### src/core/adcss_pkg.sv
package adcss_pkg;

  // --------------------------------------------------------------------
  // sequence geometry
  // --------------------------------------------------------------------
  localparam int SLOT_W = 6;
  localparam int NUM_SLOTS = 64;
  localparam int CHAN_W = 5;
  localparam int OP_W = 3;
  localparam int ENTRY_W = 14;
  localparam int OP_LSB = 0;
  localparam int CHAN_LSB = 3;
  localparam int TGT_LSB = 8;

  // --------------------------------------------------------------------
  // timing
  // --------------------------------------------------------------------
  localparam int CNT_W = 16;
  localparam int CAL_CONV_CLOCKS = 3840;
  localparam int CONV_CLK_DIV = 1;
  localparam int CAL_CYCLES = CAL_CONV_CLOCKS * CONV_CLK_DIV;
  localparam logic [CNT_W-1:0] CAL_LOAD = CNT_W'(CAL_CYCLES - 1);
  localparam logic [CNT_W-1:0] CONVT_RESET = 16'h0010;

  // --------------------------------------------------------------------
  // register map
  // --------------------------------------------------------------------
  localparam int ADDR_W = 12;
  localparam logic [ADDR_W-1:0] STATUS_ADDR = 12'h000;
  localparam logic [ADDR_W-1:0] CONVT_ADDR = 12'h004;
  localparam logic [3:0] SLOT_PAGE = 4'h1;
  localparam int STAT_SLOT_LSB = 0;
  localparam int STAT_STATE_LSB = 8;
  localparam int STAT_PD_BIT = 12;
  localparam int STAT_DONE_BIT = 13;
  localparam int STAT_JPEND_BIT = 14;
  localparam logic [1:0] RESP_OKAY = 2'h0;
  localparam logic [1:0] RESP_SLVERR = 2'h2;

  typedef enum logic [2:0] {
    OP_IDLE,
    OP_SAMPLE,
    OP_SAMPLE_JUMP,
    OP_CAL,
    OP_CAL_JUMP,
    OP_JUMP,
    OP_PDOWN,
    OP_STOP
  } adcss_op_t;

  typedef enum logic [2:0] {
    ST_RUN,
    ST_SAMPLE,
    ST_CAL,
    ST_END,
    ST_WAIT,
    ST_HALT
  } adcss_state_t;

  typedef struct packed {
    logic awvalid;
    logic [ADDR_W-1:0] awaddr;
    logic wvalid;
    logic [31:0] wdata;
    logic [3:0] wstrb;
    logic bready;
    logic arvalid;
    logic [ADDR_W-1:0] araddr;
    logic rready;
  } adcss_axi_req_t;

  typedef struct packed {
    logic awready;
    logic wready;
    logic bvalid;
    logic [1:0] bresp;
    logic arready;
    logic rvalid;
    logic [31:0] rdata;
    logic [1:0] rresp;
  } adcss_axi_rsp_t;

  typedef struct packed {
    adcss_state_t st;
    logic [SLOT_W-1:0] slot;
    logic [SLOT_W-1:0] jtgt;
    logic jpend;
    logic pwr_dn;
    logic [CNT_W-1:0] cnt;
    logic [CNT_W-1:0] conv_t;
    logic [NUM_SLOTS-1:0][ENTRY_W-1:0] mem;
    logic [CHAN_W-1:0] chan;
    logic samp;
    logic cal;
    logic [CNT_W-1:0] cal_len;
    logic aw_got;
    logic [ADDR_W-1:0] awaddr;
    logic w_got;
    logic [31:0] wdata;
    logic [3:0] wstrb;
    logic bvalid;
    logic [1:0] bresp;
    logic rvalid;
    logic [31:0] rdata;
    logic [1:0] rresp;
  } adcss_regs_t;

endpackage : adcss_pkg

### src/core/adcss_sequencer.sv
// Operation
// - sample slot converts its channel, then moves to the next slot
// - sample-and-jump converts its channel, then continues at the slot's target
// - calibrate runs 3840 converter clocks, then moves to the next slot
// - calibrate-and-jump calibrates, then continues at the slot's target
// - jump slot goes straight to its target, no sample, no calibration
// - power-down powers converter off; no sampling until a calibration runs
// - stop halts until an external trigger restarts it
// - idle slot does nothing and advances; trailing idle slots are stepped through up to slot 63
// - manual mode finishes the slot, then waits for a trigger pulse
// - auto mode advances every slot, wrapping 63 to 0
// - auto mode halts at stop or power-down until a jump elsewhere
// - all control inputs and status outputs are active high
// - manual trigger is a one-cycle pulse that runs the current slot
// - in auto mode the trigger input is ignored
// - jump enable moves to the target slot once the current slot completes
// - current slot number is shown on a 6-bit output
// - slot change warning precedes the edge that changes the slot output
// - channel number and sample flag show the conversion in progress
// - after reset execution starts at slot 0
// - sequence memory holds 64 slots
//
// The AXI4-Lite register port and the register addresses were left to the implementer.
`timescale 1ns/100ps
`default_nettype none

module adcss_sequencer
  import adcss_pkg::*;
(
  input wire logic REF_CLK_I,
  input wire logic SYS_RST_I,
  input wire adcss_axi_req_t AXI_REQ_I,
  output adcss_axi_rsp_t AXI_RSP_O,
  input wire logic EXT_STEP_MODE_I,
  input wire logic EXT_STEP_PULSE_I,
  input wire logic SLOT_JUMP_ENABLE_I,
  input wire logic [SLOT_W-1:0] JUMP_TARGET_SLOT_I,
  output logic [SLOT_W-1:0] CURRENT_SLOT_O,
  output logic SLOT_CHANGE_WARN_O,
  output logic [CHAN_W-1:0] CONV_CHANNEL_NUM_O,
  output logic SAMPLE_ACTIVE_O,
  output logic CAL_ACTIVE_O,
  output logic POWER_DOWN_O,
  output logic DONE_O
);

  // --------------------------------------------------------------------
  // state and decode
  // --------------------------------------------------------------------
  adcss_regs_t r;
  adcss_regs_t next_r;
  logic [ENTRY_W-1:0] ent;
  adcss_op_t op;
  logic [CHAN_W-1:0] ent_chan;
  logic [SLOT_W-1:0] ent_tgt;
  logic slot_upd;
  logic [SLOT_W-1:0] slot_nxt;
  logic done;
  logic awready;
  logic wready;
  logic arready;
  logic [31:0] wr_word;
  logic [31:0] rd_word;
  logic [1:0] rd_resp;

  function automatic logic [31:0] merge_bytes(input logic [31:0] old, input logic [31:0] nw,
                                              input logic [3:0] strb);
    logic [31:0] res;
    res = old;
    for (int i = 0; i < 4; i++)
    begin
      if (strb[i])
      begin
        res[8*i +: 8] = nw[8*i +: 8];
      end
    end
    return res;
  endfunction : merge_bytes

  assign ent = r.mem[r.slot];
  assign op = adcss_op_t'(ent[OP_LSB +: OP_W]);
  assign ent_chan = ent[CHAN_LSB +: CHAN_W];
  assign ent_tgt = ent[TGT_LSB +: SLOT_W];
  assign awready = !r.aw_got && !r.bvalid;
  assign wready = !r.w_got && !r.bvalid;
  assign arready = !r.rvalid;

  // --------------------------------------------------------------------
  // next state
  // --------------------------------------------------------------------
  always_comb
  begin
    next_r = r;
    slot_upd = 1'b0;
    slot_nxt = r.slot;
    done = 1'b0;
    wr_word = 32'h0000_0000;
    rd_word = 32'h0000_0000;
    rd_resp = RESP_OKAY;
    if (r.cal)
    begin
      next_r.cal_len = r.cal_len + 16'h0001;
    end
    case (r.st)
      ST_RUN:
      begin
        case (op)
          OP_SAMPLE, OP_SAMPLE_JUMP:
          begin
            if (r.pwr_dn)
            begin
              next_r.st = ST_END;
            end
            else
            begin
              next_r.st = ST_SAMPLE;
              next_r.cnt = r.conv_t;
              next_r.samp = 1'b1;
              next_r.chan = ent_chan;
            end
          end
          OP_CAL, OP_CAL_JUMP:
          begin
            next_r.st = ST_CAL;
            next_r.cnt = CAL_LOAD;
            next_r.cal = 1'b1;
            next_r.cal_len = 16'h0000;
          end
          OP_PDOWN:
          begin
            next_r.pwr_dn = 1'b1;
            next_r.st = ST_HALT;
          end
          OP_STOP:
          begin
            next_r.st = ST_HALT;
          end
          default:
          begin
            next_r.st = ST_END;
          end
        endcase
      end
      ST_SAMPLE:
      begin
        if (r.cnt == 16'h0000)
        begin
          next_r.samp = 1'b0;
          next_r.st = ST_END;
        end
        else
        begin
          next_r.cnt = r.cnt - 16'h0001;
        end
      end
      ST_CAL:
      begin
        if (r.cnt == 16'h0000)
        begin
          next_r.cal = 1'b0;
          next_r.pwr_dn = 1'b0;
          next_r.st = ST_END;
        end
        else
        begin
          next_r.cnt = r.cnt - 16'h0001;
        end
      end
      ST_END:
      begin
        slot_upd = 1'b1;
        next_r.jpend = 1'b0;
        if (r.jpend)
        begin
          slot_nxt = r.jtgt;
        end
        else if (op == OP_SAMPLE_JUMP || op == OP_CAL_JUMP || op == OP_JUMP)
        begin
          slot_nxt = ent_tgt;
        end
        else
        begin
          slot_nxt = r.slot + 6'h01;
        end
        next_r.st = EXT_STEP_MODE_I ? ST_WAIT : ST_RUN;
      end
      ST_WAIT:
      begin
        done = 1'b1;
        if (r.jpend)
        begin
          slot_upd = 1'b1;
          slot_nxt = r.jtgt;
          next_r.jpend = 1'b0;
        end
        if (!EXT_STEP_MODE_I || EXT_STEP_PULSE_I)
        begin
          next_r.st = ST_RUN;
        end
      end
      ST_HALT:
      begin
        done = EXT_STEP_MODE_I;
        next_r.jpend = 1'b0;
        if (r.jpend && r.jtgt != r.slot)
        begin
          slot_upd = 1'b1;
          slot_nxt = r.jtgt;
          next_r.st = ST_RUN;
        end
        else if (EXT_STEP_MODE_I && EXT_STEP_PULSE_I)
        begin
          slot_upd = 1'b1;
          slot_nxt = r.slot + 6'h01;
          next_r.st = ST_RUN;
        end
      end
      default:
      begin
        next_r.st = ST_RUN;
      end
    endcase
    if (slot_upd)
    begin
      next_r.slot = slot_nxt;
    end
    if (SLOT_JUMP_ENABLE_I)
    begin
      next_r.jpend = 1'b1;
      next_r.jtgt = JUMP_TARGET_SLOT_I;
    end

    // register bus: write path
    if (AXI_REQ_I.awvalid && awready)
    begin
      next_r.aw_got = 1'b1;
      next_r.awaddr = AXI_REQ_I.awaddr;
    end
    if (AXI_REQ_I.wvalid && wready)
    begin
      next_r.w_got = 1'b1;
      next_r.wdata = AXI_REQ_I.wdata;
      next_r.wstrb = AXI_REQ_I.wstrb;
    end
    if (r.aw_got && r.w_got)
    begin
      next_r.aw_got = 1'b0;
      next_r.w_got = 1'b0;
      next_r.bvalid = 1'b1;
      next_r.bresp = RESP_OKAY;
      if (r.awaddr[ADDR_W-1:8] == SLOT_PAGE)
      begin
        wr_word = merge_bytes({18'h00000, r.mem[r.awaddr[7:2]]}, r.wdata, r.wstrb);
        next_r.mem[r.awaddr[7:2]] = wr_word[ENTRY_W-1:0];
      end
      else if (r.awaddr == CONVT_ADDR)
      begin
        wr_word = merge_bytes({16'h0000, r.conv_t}, r.wdata, r.wstrb);
        next_r.conv_t = wr_word[CNT_W-1:0];
      end
      else if (r.awaddr != STATUS_ADDR)
      begin
        next_r.bresp = RESP_SLVERR;
      end
    end
    if (r.bvalid && AXI_REQ_I.bready)
    begin
      next_r.bvalid = 1'b0;
    end

    // register bus: read path
    if (AXI_REQ_I.araddr[ADDR_W-1:8] == SLOT_PAGE)
    begin
      rd_word[ENTRY_W-1:0] = r.mem[AXI_REQ_I.araddr[7:2]];
    end
    else if (AXI_REQ_I.araddr == CONVT_ADDR)
    begin
      rd_word[CNT_W-1:0] = r.conv_t;
    end
    else if (AXI_REQ_I.araddr == STATUS_ADDR)
    begin
      rd_word[STAT_SLOT_LSB +: SLOT_W] = r.slot;
      rd_word[STAT_STATE_LSB +: 3] = r.st;
      rd_word[STAT_PD_BIT] = r.pwr_dn;
      rd_word[STAT_DONE_BIT] = done;
      rd_word[STAT_JPEND_BIT] = r.jpend;
    end
    else
    begin
      rd_resp = RESP_SLVERR;
    end
    if (r.rvalid && AXI_REQ_I.rready)
    begin
      next_r.rvalid = 1'b0;
    end
    if (AXI_REQ_I.arvalid && arready)
    begin
      next_r.rvalid = 1'b1;
      next_r.rdata = rd_word;
      next_r.rresp = rd_resp;
    end
  end

  // --------------------------------------------------------------------
  // registers
  // --------------------------------------------------------------------
  always_ff @(posedge REF_CLK_I or posedge SYS_RST_I)
  begin
    if (SYS_RST_I)
    begin
      r <= '0;
      r.st <= ST_RUN;
      r.conv_t <= CONVT_RESET;
    end
    else
    begin
      r <= next_r;
    end
  end

  // --------------------------------------------------------------------
  // outputs
  // --------------------------------------------------------------------
  assign CURRENT_SLOT_O = r.slot;
  assign SLOT_CHANGE_WARN_O = slot_upd && (slot_nxt != r.slot);
  assign CONV_CHANNEL_NUM_O = r.chan;
  assign SAMPLE_ACTIVE_O = r.samp;
  assign CAL_ACTIVE_O = r.cal;
  assign POWER_DOWN_O = r.pwr_dn;
  assign DONE_O = done;
  assign AXI_RSP_O.awready = awready;
  assign AXI_RSP_O.wready = wready;
  assign AXI_RSP_O.bvalid = r.bvalid;
  assign AXI_RSP_O.bresp = r.bresp;
  assign AXI_RSP_O.arready = arready;
  assign AXI_RSP_O.rvalid = r.rvalid;
  assign AXI_RSP_O.rdata = r.rdata;
  assign AXI_RSP_O.rresp = r.rresp;
endmodule : adcss_sequencer

`default_nettype wire

### config.mk
export PLATFORM = sky130hd
export DESIGN_NAME = adcss_sequencer
export DESIGN_NICKNAME = d
export VERILOG_FILES = /design/src/core/adcss_pkg.sv /design/src/core/adcss_sequencer.sv
export SDC_FILE = /design/constraint.sdc
export NUM_CORES = 2
export LEC_CHECK = 0
export ABC_AREA = 1
export BUFFER_PORTS_ARGS = -buffer_cell sky130_fd_sc_hd__buf_2
export CAP_MARGIN = 20
export CELL_PAD_IN_SITES_DETAIL_PLACEMENT = 0
export CELL_PAD_IN_SITES_GLOBAL_PLACEMENT = 2
export CORE_MARGIN = 8
export CORE_UTILIZATION = 33
export DETAILED_ROUTE_END_ITERATION = 12
export PLACE_DENSITY = 0.76
export SYNTH_ARGS = -nofsm -noshare
export SYNTH_HDL_FRONTEND = slang
export SYNTH_SLANG_ARGS = --single-unit
### constraint.sdc
create_clock -name REF_CLK_I -period 58.6 [get_ports REF_CLK_I]
set_clock_uncertainty 0.2 [all_clocks]
set_input_delay 17.58 -clock REF_CLK_I [delete_from_list [all_inputs] [get_ports REF_CLK_I]]
set_output_delay 17.58 -clock REF_CLK_I [all_outputs]
set_load 0.005 [all_outputs]
==> impl_metrics.ini <==
[outcome]
status = finished, final reports clean

[cts]
htreeDepth = 3
clock-sinks = 1004
cts_root_buf = clkbuf_16
clkLatencyLatePin_ns = 0.80
numCtsBuffers = 120
cts_repair_resize_count = 0
cts.clk_slew.worst_paths_ns = 0.06
clockBufferDepth = 3
cts_tree = yes
hold_buffers = 0
post-cts-setup-buffers = 0

[floorplanning]
chipWidth_um = 451
dieArea_um2 = 204000
ios = 133
chipHeight_um = 451
coreArea_um2 = 188000
rows = 159
initial_core_util_pct = 33.2

[synth]
synth_cells = 8635
synth_compound_area_share_pct = 30.5
synth_cell_types = 58
synth-xor-area-share_pct = 0.112
synthMuxAreaShare_pct = 0.250
yosysTopAreaCellShare_pct = 40.2
async_flop_share_pct = 100
synth.avg_cell_area_um2 = 7.24
ys_ff_latch = 1004
synth_flop_cell = dfrtp_1
ys_seq_area_share_pct = 40.2
ys_top_cells_by_area = dfrtp_1 40%, o21ai_0 13%, nand2_1 7.6%, nand3_1 7.2%, a21oi_1 5.9%
synth_top_family_by_area = compound AO/OA/AOI/OAI gates
synth_top_area_cell = dfrtp_1
synth-simple-area-share_pct = 18.1
synth-edff-count = 0
synth_area_um2 = 62500
yosys_warnings = 0
synthAdderAreaFrac_pct = 0.0400

[worst_setup_path]
worstPathArrival_ns = 19.31
endpoint_kind = primary output
startpoint_type = input pin
crit_type = input pin to primary output
critPathMaxFanout = 9
crit_required_ns = 40.82

[global_route]
overflow = 0
grt_usage_pct = 31.3
grt_max_degree = 154
grt_antenna_before_repair = 17
grt_pass1_wl_um = 475000
grt_pass1_vias = 62907

[pwr]
p_leak_uw = 0.0276
power_frac_seq_pct = 24.3
comb_power_share_pct = 53.4
ir_worst_vdd_mv = 0.0367
p_clk_share_pct = 22.2
p_per_area_nw_per_um2 = 51.2
switching_share_pct = 53.6
p_int_uw = 1630
p_sw_uw = 1880

[sta]
tns_ns = 0
hold_viol_final = 0
setup_violations = 0
tightest_slew_ns = 1.23
rsz0062_at_grt = no
period_share_pct = 63.3
max_freq_ghz = 0.0270
slew_headroom_pct = 16.6
finalMaxSlewViolations = 0
finalCriticalPeriod_ns = 37.09

[placed_design]
portBuffers = 96
place_inst = 10608
dp.final_hpwl_um = 205000
gp_congestion = 0.921

[run]
max_cap_violations = 0

[cells_and_area]
finalNetCount = 8319
area_growth_pct = 9.76
drive_above_1_share_pct = 7.17
fin_cells = 10839

[route]
dr.pass1.iters = 8
post_drt_via_cell_ratio = 6.25
wire_per_inst_um = 30.7
ant_nets = 0
drc = 0
dr_total_vias = 67780
wirelength_um = 333000
first_iter_violations = 9791

[min_path]
hp-class = register to register
[power groups by stage]
stage	combinational, uW	sequential [uW]	clock (uW)
5_1_grt	1960	863	817
4_1_cts	1810	852	790
6_report	1880	855	782
3_3_place_gp	1800	863	0
3_5_place_dp	1810	864	0
2_1_floorplan	1080	820	0
[synth_stat cells (3+ instances only)]
cell	count
nor2_1	447
nand2_1	1273
o211ai_1	140
a32oi_1	3
o221a_2	3
o21ai_2	6
o2111ai_1	56
clkbuf_1	541
dfrtp_1	1003
a21oi_1	742
nand4_2	4
inv_1	763
o21ai_0	1583
mux2_2	13
inv_2	8
a22oi_1	8
a2111oi_2	4
xor2_1	8
o22ai_1	130
buf_1	59
buf_6	11
clkinv_1	10
a311oi_1	13
o311ai_0	9
a31oi_1	26
clkbuf_2	8
nor4_1	3
buf_2	161
o221ai_1	322
a211oi_1	19
a32o_1	5
nand3_1	902
nand2_2	4
o21ai_1	125
a221oi_1	78
nor3_1	29
o31ai_1	5
nand4_1	11
buf_4	76
[kinds of logic after synthesis]
kind of cell,after synthesis
AO/OA/AOI/OAI,3288
XOR/XNOR,8
adder cells (fa/ha/maj),2
buffers and inverters,1639
flip-flops,1004
multiplexers,14
other,1
AND/OR/NAND/NOR,2679
[through the flow]
stage / instance area (um^2) / worst slack, ns / util (%) / power (uW) / hold WS (ns)
after floorplan: 62600 / 12.57 / - / 1900 / 0.249
after global placement: 64500 / 21.48 / 34.3 / 2670 / 0.268
after detailed placement: 64500 / 21.54 / 34.3 / 2670 / 0.265
after CTS: 68500 / 21.52 / 36.4 / 3460 / 0.284
after global routing: 68600 / 21.33 / 36.5 / 3640 / 0.300
final: 68600 / 21.51 / 36.5 / 3510 / 0.281
[final timing paths]
kind	cells after the start	start	end	slack, ns
max in group asynchronous	7	SYS_RST_I	r[379]	36.73
min reg2reg	2	r[340]	r[340]	0.28
max	12	EXT_STEP_PULSE_I	SLOT_CHANGE_WARN_O	21.51
max reg2reg	12	r[78]	r[924]	51.91
min	2	r[340]	r[340]	0.28
min in group asynchronous	2	SYS_RST_I	r[832]	16.65
[layout by cell type, fill, tap and decap left out, types with 121 or more instances in the layout]
cell type	n
clkbuf_16	121
o21ai_1	126
dfrtp_1	995
o221ai_1	322
nand2_1	1261
buf_4	211
o22ai_1	130
o21ai_0	1582
inv_1	759
a21oi_1	742
o211ai_1	140
nand3_1	902
nor2_1	442
[state kept, by name, summed over array words and instances (netlist names)]
register	count
AXI_RSP_O	20
CAL_ACTIVE_O	1
CONV_CHANNEL_NUM_O	5
CURRENT_SLOT_O	6
POWER_DOWN_O	1
SAMPLE_ACTIVE_O	1
r	970
[layout make-up]
cell class / instances / area [um^2]
clock buffer: 190 / 3680
timing repair buffer: 323 / 2420
fill: 19893 / 119000
tap: 2495 / 3120
multi-input combinational: 6009 / 30900
clock inverter: 31 / 323
antenna: 4 / 10.0
inverter: 783 / 3010
sequential: 1004 / 25200
[per-layer routing]
metal	vias up	track usage, %	wire [um]
li1	29402	-	-
met3	908	6.69	36400
met4	12	17.4	21600
met1	33008	42.8	135000
met2	4450	45.9	140000
met5	-	0	86
[worst max-delay path: stages]
cell and delay [ns]:
buf_2 0.11, nand2_1 0.25, inv_1 0.15, o21ai_0 0.20, a221oi_1 0.11, a211oi_1 0.34, nand2_1 0.10, nand2_1 0.07
nand2_1 0.05, nor2_1 0.11, nand3_1 0.10, buf_2 0.14
(Power assumes the default switching activity.)
